File: src/tbd_pkg.sv
// shared constants for the touch button decision logic
package tbd_pkg;
  // structure
  localparam int NUM_BTN = 8;
  localparam int TICK_W = 16;
  localparam int LVL_W = 18;
  localparam int SEC_CNT_W = 25;
  // register addresses
  localparam logic [7:0] ADDR_CFG = 8'h21;
  localparam logic [7:0] ADDR_AVG = 8'h22;
  localparam logic [7:0] ADDR_NEG_THR = 8'h23;
  localparam logic [7:0] ADDR_NEG_CNT = 8'h24;
  localparam logic [7:0] ADDR_HYST = 8'h25;
  localparam logic [7:0] ADDR_STUCK = 8'h26;
  // reset values
  localparam logic [7:0] CFG_RESET = 8'h30;
  localparam logic [7:0] AVG_RESET = 8'h50;
  localparam logic [7:0] NEG_THR_RESET = 8'h50;
  localparam logic [7:0] NEG_CNT_RESET = 8'h01;
  localparam logic [7:0] HYST_RESET = 8'h0a;
  localparam logic [7:0] STUCK_RESET = 8'h00;
  localparam logic [7:0] RDATA_NONE = 8'h00;
  // button_config field positions
  localparam int CFG_MODE_LSB = 6;
  localparam int CFG_IRQ_LSB = 4;
  localparam int CFG_REL_LSB = 2;
  localparam int CFG_TCH_LSB = 0;
  // reporting modes
  localparam logic [1:0] MODE_MULTI = 2'h0;
  localparam logic [1:0] MODE_FIRST = 2'h1;
  // bits inside the interrupt field
  localparam int IRQ_ON_TOUCH = 0;
  localparam int IRQ_ON_RELEASE = 1;
  localparam logic [1:0] IRQ_MASKED = 2'h0;
  // threshold coding: code times four ticks, two zero bits appended
  localparam logic [1:0] STEP_PAD = 2'h0;
  localparam logic [15:0] PCT_FULL = 16'h0064;
  localparam logic [3:0] COMP_SENSORS = 4'h3;
  localparam logic [7:0] STUCK_OFF = 8'h00;
  // one second of the 20 MHz reference clock
  localparam int CLK_HZ = 20_000_000;
  localparam int STUCK_UNIT_S = 1;
  localparam int SEC_CYCLES = CLK_HZ * STUCK_UNIT_S;
endpackage : tbd_pkg

File: src/tbd_button_decide.sv
// per-button touch and release decision, stuck release and compensation triggers
module tbd_button_decide (
  // clock and reset
  input wire logic ref_clk,
  input wire logic reset,
  // sample timing
  input wire logic sample_valid,
  input wire logic sec_tick,
  // sensor data
  input wire logic signed [tbd_pkg::TICK_W-1:0] ticks,
  input wire logic [7:0] threshold,
  // shared configuration
  input wire logic [7:0] hyst_pct,
  input wire logic [1:0] touch_deb,
  input wire logic [1:0] release_deb,
  input wire logic [7:0] stuck_sec,
  input wire logic [7:0] avg_code,
  input wire logic [7:0] neg_code,
  input wire logic [7:0] neg_limit,
  // decisions
  output logic touched,
  output logic touch_evt,
  output logic release_evt,
  output logic avg_suspend,
  output logic neg_trip
);
  logic [15:0] hyst_prod; // threshold times percentage
  logic [15:0] hyst_amt; // hysteresis in ticks
  logic signed [tbd_pkg::LVL_W-1:0] ticks_ext, thr_ext, hyst_ext;
  logic signed [tbd_pkg::LVL_W-1:0] upper_lvl, lower_lvl, avg_lvl, neg_lvl;
  logic above, below, neg_below; // per-sample comparisons
  logic [2:0] touch_need, release_need, deb_cnt_reg, deb_inc;
  logic [7:0] sec_cnt_reg, neg_cnt_reg;
  logic [8:0] sec_inc, neg_inc;
  logic touched_reg, hold_reg, touch_evt_reg, release_evt_reg;
  logic avg_reg, neg_trip_reg, stuck_fire;

  // levels; pct above 100 drives the release level negative, still consistent
  assign hyst_prod = threshold * hyst_pct;
  assign hyst_amt = hyst_prod / tbd_pkg::PCT_FULL;
  assign ticks_ext = tbd_pkg::LVL_W'(ticks);
  assign thr_ext = tbd_pkg::LVL_W'(threshold);
  assign hyst_ext = tbd_pkg::LVL_W'(hyst_amt);
  assign upper_lvl = thr_ext + hyst_ext;
  assign lower_lvl = thr_ext - hyst_ext;
  assign avg_lvl = tbd_pkg::LVL_W'({avg_code, tbd_pkg::STEP_PAD});
  assign neg_lvl = -tbd_pkg::LVL_W'({neg_code, tbd_pkg::STEP_PAD});
  assign above = ticks_ext > upper_lvl;
  assign below = ticks_ext < lower_lvl;
  assign neg_below = ticks_ext < neg_lvl;
  // field code 00 means one sample, i.e. decide on the incoming one
  assign touch_need = {1'b0, touch_deb} + 3'h1;
  assign release_need = {1'b0, release_deb} + 3'h1;
  assign deb_inc = deb_cnt_reg + 3'h1;
  assign sec_inc = {1'b0, sec_cnt_reg} + 9'h001;
  assign neg_inc = {1'b0, neg_cnt_reg} + 9'h001;
  // stuck timer expires on the second tick that completes the count
  assign stuck_fire = touched_reg && sec_tick && (stuck_sec != tbd_pkg::STUCK_OFF)
    && (sec_inc >= {1'b0, stuck_sec});

  // touch and release decision; stuck release wins over a same-cycle sample
  always_ff @(posedge ref_clk) begin
    touch_evt_reg <= 1'b0;
    release_evt_reg <= 1'b0;
    if (reset) begin
      touched_reg <= 1'b0;
      hold_reg <= 1'b0;
      deb_cnt_reg <= 3'h0;
    end else if (stuck_fire) begin
      // forced release; hold until the finger really lifts
      touched_reg <= 1'b0;
      release_evt_reg <= 1'b1;
      hold_reg <= 1'b1;
      deb_cnt_reg <= 3'h0;
    end else if (sample_valid) begin
      if (below) begin
        hold_reg <= 1'b0;
      end
      if (!touched_reg) begin
        // count consecutive samples above threshold plus hysteresis
        if (above && !hold_reg) begin
          if (deb_inc >= touch_need) begin
            touched_reg <= 1'b1;
            touch_evt_reg <= 1'b1;
            deb_cnt_reg <= 3'h0;
          end else begin
            deb_cnt_reg <= deb_inc;
          end
        end else begin
          deb_cnt_reg <= 3'h0;
        end
      end else begin
        // count consecutive samples below threshold minus hysteresis
        if (below) begin
          if (deb_inc >= release_need) begin
            touched_reg <= 1'b0;
            release_evt_reg <= 1'b1;
            deb_cnt_reg <= 3'h0;
          end else begin
            deb_cnt_reg <= deb_inc;
          end
        end else begin
          deb_cnt_reg <= 3'h0;
        end
      end
    end
  end

  // seconds spent touched; first second may be partial as ticks run free
  always_ff @(posedge ref_clk) begin
    if (reset || !touched_reg) begin
      sec_cnt_reg <= 8'h00;
    end else if (sec_tick) begin
      sec_cnt_reg <= sec_inc[7:0];
    end
  end

  // negative sample counter toward offset compensation
  always_ff @(posedge ref_clk) begin
    neg_trip_reg <= 1'b0;
    if (reset) begin
      neg_cnt_reg <= 8'h00;
    end else if (sample_valid) begin
      if (!neg_below) begin
        neg_cnt_reg <= 8'h00;
      end else if (neg_inc >= {1'b0, neg_limit}) begin
        neg_trip_reg <= 1'b1;
        neg_cnt_reg <= 8'h00;
      end else begin
        neg_cnt_reg <= neg_inc[7:0];
      end
    end
  end

  // averaging suspend level, refreshed each sample
  always_ff @(posedge ref_clk) begin
    if (reset) begin
      avg_reg <= 1'b0;
    end else if (sample_valid) begin
      avg_reg <= ticks_ext > avg_lvl;
    end
  end

  assign touched = touched_reg;
  assign touch_evt = touch_evt_reg;
  assign release_evt = release_evt_reg;
  assign avg_suspend = avg_reg;
  assign neg_trip = neg_trip_reg;
endmodule : tbd_button_decide

File: src/tbd_button_logic.sv
// button decision top: registers, reporting filter, interrupt, compensation requests
// Functional notes
// - bits 7:6 select multiple or first-touch reporting
// - first-touch mode ignores others until first releases
// - bits 5:4 select touch, release, both, masked
// - bits 3:2 give release debounce of 1-4
// - bits 1:0 give touch debounce of 1-4
// - count debounce samples, one per scan period
// - touch count starts above threshold plus hysteresis
// - no debounce releases below threshold minus hysteresis
// - ticks above code times four suspend averaging
// - negative threshold is code times four ticks
// - negative count limit, default one sample
// - hysteresis is shared percentage of each threshold
// - stuck timeout in seconds, zero disables
// - stuck timeout forces release until finger lifts
// - negative counter reaching limit starts compensation
// - three sensors over averaging level start compensation
module tbd_button_logic #(
  parameter int unsigned SEC_CYCLES = tbd_pkg::SEC_CYCLES // cycles per second
) (
  // clock and reset
  input wire logic ref_clk,
  input wire logic reset,
  // register port
  input wire logic [7:0] reg_addr,
  input wire logic reg_wr_en,
  input wire logic [7:0] reg_wdata,
  output logic [7:0] reg_rdata,
  // sensing front end
  input wire logic sample_valid,
  input wire logic [tbd_pkg::NUM_BTN*tbd_pkg::TICK_W-1:0] sense_input,
  input wire logic [tbd_pkg::NUM_BTN*8-1:0] btn_threshold,
  // reported button state
  output logic [tbd_pkg::NUM_BTN-1:0] btn_status,
  output logic [tbd_pkg::NUM_BTN-1:0] touch_event,
  output logic [tbd_pkg::NUM_BTN-1:0] release_event,
  output logic btn_irq,
  // filter and compensation control
  output logic [tbd_pkg::NUM_BTN-1:0] avg_suspend,
  output logic offset_comp_req
);
  localparam int N = tbd_pkg::NUM_BTN;

  logic [7:0] cfg_reg, avg_thr_reg, neg_thr_reg, neg_cnt_reg, hyst_reg, stuck_reg;
  logic [7:0] rdata_reg; // registered read data
  logic [tbd_pkg::SEC_CNT_W-1:0] sec_div_reg; // one-second divider
  logic sec_tick; // one-cycle pulse each second
  logic [1:0] mode, irq_sel; // button_config fields
  logic [N-1:0] raw_touched, raw_touch, raw_release, raw_neg; // per-button decisions
  logic [N-1:0] rep_touch, rep_release; // events after reporting filter
  logic [N-1:0] first_touch; // lowest-index new touch
  logic [N-1:0] owner_reg; // one-hot first-touched button
  logic [N-1:0] status_reg, touch_ev_reg, release_ev_reg;
  logic irq_reg, comp_reg, avg_many_reg, avg_many;
  logic [3:0] avg_count; // sensors over averaging level

  assign mode = cfg_reg[tbd_pkg::CFG_MODE_LSB +: 2];
  assign irq_sel = cfg_reg[tbd_pkg::CFG_IRQ_LSB +: 2];

  // configuration registers, written by the host
  always_ff @(posedge ref_clk) begin
    if (reset) begin
      cfg_reg <= tbd_pkg::CFG_RESET;
      avg_thr_reg <= tbd_pkg::AVG_RESET;
      neg_thr_reg <= tbd_pkg::NEG_THR_RESET;
      neg_cnt_reg <= tbd_pkg::NEG_CNT_RESET;
      hyst_reg <= tbd_pkg::HYST_RESET;
      stuck_reg <= tbd_pkg::STUCK_RESET;
    end else if (reg_wr_en) begin
      // writes to unmapped addresses are dropped
      unique case (reg_addr)
        tbd_pkg::ADDR_CFG: begin
          cfg_reg <= reg_wdata;
        end
        tbd_pkg::ADDR_AVG: begin
          avg_thr_reg <= reg_wdata;
        end
        tbd_pkg::ADDR_NEG_THR: begin
          neg_thr_reg <= reg_wdata;
        end
        tbd_pkg::ADDR_NEG_CNT: begin
          neg_cnt_reg <= reg_wdata;
        end
        tbd_pkg::ADDR_HYST: begin
          hyst_reg <= reg_wdata;
        end
        tbd_pkg::ADDR_STUCK: begin
          stuck_reg <= reg_wdata;
        end
        default: begin
        end
      endcase
    end
  end

  // read data, one cycle after the address; unmapped reads give zero
  always_ff @(posedge ref_clk) begin
    if (reset) begin
      rdata_reg <= tbd_pkg::RDATA_NONE;
    end else begin
      unique case (reg_addr)
        tbd_pkg::ADDR_CFG: begin
          rdata_reg <= cfg_reg;
        end
        tbd_pkg::ADDR_AVG: begin
          rdata_reg <= avg_thr_reg;
        end
        tbd_pkg::ADDR_NEG_THR: begin
          rdata_reg <= neg_thr_reg;
        end
        tbd_pkg::ADDR_NEG_CNT: begin
          rdata_reg <= neg_cnt_reg;
        end
        tbd_pkg::ADDR_HYST: begin
          rdata_reg <= hyst_reg;
        end
        tbd_pkg::ADDR_STUCK: begin
          rdata_reg <= stuck_reg;
        end
        default: begin
          rdata_reg <= tbd_pkg::RDATA_NONE;
        end
      endcase
    end
  end

  // free-running one-second divider shared by all stuck timers
  always_ff @(posedge ref_clk) begin
    if (reset || sec_tick) begin
      sec_div_reg <= '0;
    end else begin
      sec_div_reg <= sec_div_reg + tbd_pkg::SEC_CNT_W'(1);
    end
  end
  assign sec_tick = sec_div_reg == tbd_pkg::SEC_CNT_W'(SEC_CYCLES - 1);

  // one decision unit per button
  generate
    for (genvar i = 0; i < N; i++) begin : g_btn
      tbd_button_decide u_decide (
        .ref_clk(ref_clk),
        .reset(reset),
        .sample_valid(sample_valid),
        .sec_tick(sec_tick),
        .ticks(sense_input[i*tbd_pkg::TICK_W +: tbd_pkg::TICK_W]),
        .threshold(btn_threshold[i*8 +: 8]),
        .hyst_pct(hyst_reg),
        .touch_deb(cfg_reg[tbd_pkg::CFG_TCH_LSB +: 2]),
        .release_deb(cfg_reg[tbd_pkg::CFG_REL_LSB +: 2]),
        .stuck_sec(stuck_reg),
        .avg_code(avg_thr_reg),
        .neg_code(neg_thr_reg),
        .neg_limit(neg_cnt_reg),
        .touched(raw_touched[i]),
        .touch_evt(raw_touch[i]),
        .release_evt(raw_release[i]),
        .avg_suspend(avg_suspend[i]),
        .neg_trip(raw_neg[i])
      );
    end
  endgenerate

  // lowest-index touch wins when several land in one sample
  assign first_touch = raw_touch & (~raw_touch + N'(1));

  // reporting filter; reserved mode codes behave as multiple reporting
  always_comb begin
    rep_touch = raw_touch;
    rep_release = raw_release;
    if (mode == tbd_pkg::MODE_FIRST) begin
      if (|owner_reg) begin
        // others ignored until the owner releases
        rep_touch = '0;
        rep_release = raw_release & owner_reg;
      end else begin
        rep_touch = first_touch;
        rep_release = '0;
      end
    end
  end

  // owner of first-touch reporting
  always_ff @(posedge ref_clk) begin
    if (reset || mode != tbd_pkg::MODE_FIRST) begin
      owner_reg <= '0;
    end else if (|(rep_release & owner_reg)) begin
      owner_reg <= '0;
    end else if (|rep_touch) begin
      owner_reg <= rep_touch;
    end
  end

  // reported status and event pulses
  always_ff @(posedge ref_clk) begin
    if (reset) begin
      status_reg <= '0;
      touch_ev_reg <= '0;
      release_ev_reg <= '0;
    end else begin
      status_reg <= (status_reg | rep_touch) & ~rep_release;
      touch_ev_reg <= rep_touch;
      release_ev_reg <= rep_release;
    end
  end

  // interrupt pulse on events matching the selected source
  always_ff @(posedge ref_clk) begin
    if (reset) begin
      irq_reg <= 1'b0;
    end else begin
      irq_reg <= (|rep_touch && irq_sel[tbd_pkg::IRQ_ON_TOUCH])
        || (|rep_release && irq_sel[tbd_pkg::IRQ_ON_RELEASE]);
    end
  end

  // count sensors over the averaging level
  always_comb begin
    avg_count = 4'h0;
    for (int k = 0; k < N; k++) begin
      avg_count = avg_count + 4'(avg_suspend[k]);
    end
  end
  assign avg_many = avg_count >= tbd_pkg::COMP_SENSORS;

  // compensation request; fires once as the group crosses, not every cycle
  always_ff @(posedge ref_clk) begin
    if (reset) begin
      avg_many_reg <= 1'b0;
      comp_reg <= 1'b0;
    end else begin
      avg_many_reg <= avg_many;
      comp_reg <= (|raw_neg) || (avg_many && !avg_many_reg);
    end
  end

  assign reg_rdata = rdata_reg;
  assign btn_status = status_reg;
  assign touch_event = touch_ev_reg;
  assign release_event = release_ev_reg;
  assign btn_irq = irq_reg;
  assign offset_comp_req = comp_reg;
endmodule : tbd_button_logic

File: config.mk
export PLATFORM = sky130hd
export DESIGN_NAME = tbd_button_logic
export DESIGN_NICKNAME = d
export VERILOG_FILES = /design/src/tbd_pkg.sv /design/src/tbd_button_decide.sv /design/src/tbd_button_logic.sv
export SDC_FILE = /design/constraint.sdc
export NUM_CORES = 2
export LEC_CHECK = 0
export ABC_AREA = 1
export ABC_CLOCK_PERIOD_IN_PS = 31200
export BUFFER_PORTS_ARGS = -buffer_cell sky130_fd_sc_hd__buf_2
export CAP_MARGIN = 30
export CORE_AREA = 2 2 375 377
export DETAILED_ROUTE_END_ITERATION = 12
export DIE_AREA = 0 0 377 379
export GPL_TIMING_DRIVEN = 1
export SLEW_MARGIN = 20
export SYNTH_ARGS = -nofsm -noshare
export SYNTH_HDL_FRONTEND = slang
export SYNTH_SLANG_ARGS = --single-unit
File: constraint.sdc
create_clock -name ref_clk -period 31.2 [get_ports ref_clk]
set_input_delay 0 -clock ref_clk [delete_from_list [all_inputs] [get_ports ref_clk]]
set_output_delay 0 -clock ref_clk [all_outputs]
set_load 0.1 [all_outputs]
==> impl_metrics.json <==
{
  "outcome": "finished clean",
  "crit_path_start": "hyst_reg[7]",
  "crit_type": "flop to flop",
  "grt_max_degree": 80,
  "slew_headroom_pct": 26.65,
  "worstSetupPathDepth": 78,
  "cts.sinks": 316,
  "post_cts_buffers": 0,
  "powerDensity_nw_per_um2": 56.32,
  "overflow": 0,
  "reg2reg_to": "g_btn[2].u_decide.deb_cnt_reg[1]",
  "htreeDepth": 2,
  "cp_slowest_cell": "xnor2_1",
  "cp.arrival_ps": 14240,
  "critPathBufInv": 9,
  "drc": 0,
  "critPathMaxFanout": 41,
  "grt_pass1_vias": 56840,
  "yosysWarnings": 0,
  "critPathMaxStageDelay_ps": 870,
  "synthFlopType": "dfxtp_1",
  "finClkSkew_ps": 22.45,
  "p_leak_nw": 38.61,
  "cp.required_ps": 31640,
  "grt.total_usage_pct": 26.05,
  "p_sw_share_pct": 54.47,
  "cts_tree": "yes",
  "cts_root_buf": "clkbuf_16",
  "worst_path_most_repeated_cell": "nand2_1",
  "yosysUniqueCellTypes": 78,
  "whs_ps": 40.36,
  "rsz0062_at_grt": "no",
  "p_clk_share_pct": 11.2,
  "wl_per_cell_microns": 16.72,
  "nFillCells": 14300,
  "fmax_mhz": 72.46,
  "gp_congestion": 0.9470,
  "power.share.sequential_pct": 11.0,
  "die_h_microns": 379,
  "endpoint": "g_btn[2].u_decide.deb_cnt_reg[1]",
  "power.net_switching_w": 0.002048,
  "pin_count": 254,
  "dp_hpwl_microns": 153900,
  "synthCells": 9340,
  "finalHoldViolCount": 0,
  "die_w_microns": 377,
  "routed_via_density": 5.303,
  "ant_nets": 0,
  "startpoint_type": "flop",
  "rrSetupSlack_ps": 17400,
  "vias": 60200,
  "p_int_w": 0.001711,
  "fin_crit_sh_pct": 44.24,
  "combPwrFrac_pct": 77.8,
  "grt_pass1_wl_microns": 301700,
  "synth_seq_cells": 316,
  "start_util_pct": 44.75,
  "synthToLayoutAreaGrowth_pct": 7.431,
  "setup_tns_ps": 0,
  "irDropWorstVdd_v": 0.0001189,
  "fp.coreArea_sq_um": 138800,
  "clk_pin_slew_ps": 60,
  "setup.worst_path.end_class": "flop",
  "synthArstFlopShare_pct": 0,
  "syn-cell-area_sq_um": 62130,
  "r2r-start": "hyst_reg[7]",
  "cts_buffers": 36,
  "cp_top_family": "simple AND/OR/NAND/NOR gates",
  "drv_cap": 0,
  "antenna_found_initial": 36,
  "nets": 11070,
  "post-route-min-period_ps": 13800,
  "hp-class": "input pin to flop",
  "drt-total-wl_microns": 189800,
  "ys_seq_area_share_pct": 10.18,
  "worst_pin_slew_ps": 1092,
  "rows": 137,
  "cts_buffer_depth": 3,
  "io_buffers": 253,
  "syn_area_per_cell_sq_um": 6.652,
  "slew_viol_final": 0,
  "dieArea_sq_um": 142900,
  "finalSetupViolCount": 0,
  "cts_resized": 0,
  "clk_latency_ps": 560,
  "layout-drive-gt1-share_pct": 9.259,
  "drtIter0Drc": 4093,
  "synth-edff-count": 0,
  "rr_worst_depth": 78,
  "dr.pass1.iters": 5,
  "cts_hold_buf": 18
}
-- cells by family after synthesis --
family | count (synthesis) | share of synthesized area, %
AND/OR/NAND/NOR | 3933 | 28.98
buffers and inverters | 2115 | 13.00
XOR/XNOR | 340 | 4.980
flip-flops | 316 | 10.18
adder cells (fa/ha/maj) | 1340 | 30.71
multiplexers | 2 | 0.03222
AO/OA/AOI/OAI | 1293 | 12.11
other | 1 | 0.006035
-- cell usage in the layout (no fill, tap or decap), drive strengths merged, types with 9 or more instances in the layout --
cell and count:
nand2 2275, inv 1913, ha 1032, nor2 623
nand3 591, a21oi 561, o21ai 354, dfxtp 316
fa 308, buf 307, xor2 286, nand4 222
nor3 108, o21a 62, xnor2 54, clkbuf 51
o21bai 50, o31ai 49, a31oi 41, nand3b 39
nor4 35, a211oi 29, o211ai 27, or2 20
dlygate4sd3 18, o22ai 14, clkinv 14, a21boi 13
o311ai 12, a21o 11, o32ai 10, a221oi 10
o41ai 9, a2111oi 9
-- how the worst min path moves through the flow --
stage | to | depth (start not counted) | startpoint
after global routing | g_btn[0].u_decide.release_evt | 4 | sample_valid
after detailed placement | cfg_reg[7] | 3 | reg_wdata[7]
after CTS | stuck_reg[0] | 6 | reg_addr[0]
after floorplan | cfg_reg[5] | 2 | reg_wdata[5]
final | stuck_reg[0] | 6 | reg_addr[0]
after global placement | cfg_reg[7] | 3 | reg_wdata[7]
-- worst reg2reg max path, delay by kind of cell (launching register included) --
kind / cells / cell delay (ps)
flip-flops: 1 / 650
adder cells (fa/ha/maj): 8 / 3330
XOR/XNOR: 2 / 1090
AND/OR/NAND/NOR: 42 / 4350
AO/OA/AOI/OAI: 17 / 3280
buffers and inverters: 9 / 970
-- final cells by class --
type | instances | area (sq um) | area share (%)
diodes | 8 | 20.02 | 0.02999
clock buffers | 51 | 1027 | 1.539
clock inverters | 11 | 102.6 | 0.1537
inverters | 1918 | 7204 | 10.79
multi-input cells | 6916 | 47870 | 71.71
flip-flops and latches | 316 | 6356 | 9.522
well taps | 1807 | 2261 | 3.387
repair buffers | 325 | 1912 | 2.864
-- routing by layer --
layer / track usage (%) / vias to the layer above / share of wire [%]
met5: 0 / - / 0.13
li1: - / 30320 / -
met1: 35.66 / 28160 / 46
met4: 6.015 / 40 / 2.5
met3: 3.303 / 241 / 6.8
met2: 43.42 / 1440 / 45
-- stage by stage --
step	worst slack [ps]	std cells	total power, W	utilization [%]	instance area [sq um]
global placement	17760	11250	0.003259	47.01	65270
floorplan	19960	9347	0.002698	-	62160
CTS	17460	11340	0.003759	48.05	66710
global route	15990	11340	0.004221	48.06	66730
detailed placement	17530	11260	0.003319	47.10	65400
finish	17400	11350	0.003759	48.08	66750
-- Yosys cell counts (all sizes together), types with 29 or more instances --
library cell	n	area [sq um]
o21ai	354	1794
dfxtp	316	6326
a211oi	29	217.7
a31oi	41	256.5
xor2	286	2614
xnor2	54	480.5
o21a	62	465.5
o31ai	49	367.9
nor4	35	219.0
nand2	2275	9370
nor2	623	2535
clkbuf	164	675.7
fa	308	6166
inv	1911	7176
a21oi	561	2834
nand3b	39	292.8
ha	1032	12910
buf	33	200.2
o21bai	50	386.6
nor3	108	555.5
nand4	222	1510
nand3	591	3253
-- power groups by stage --
stage	clock network, W	logic (W)	registers [W]
detailed placement	0	0.00290	0.000421
finish	0.000420	0.00293	0.000412
floorplan	0	0.00227	0.000430
global route	0.000440	0.00337	0.000413
global placement	0	0.00284	0.000421
CTS	0.000427	0.00292	0.000412
No activity file was read; power rests on OpenSTA's default activity.
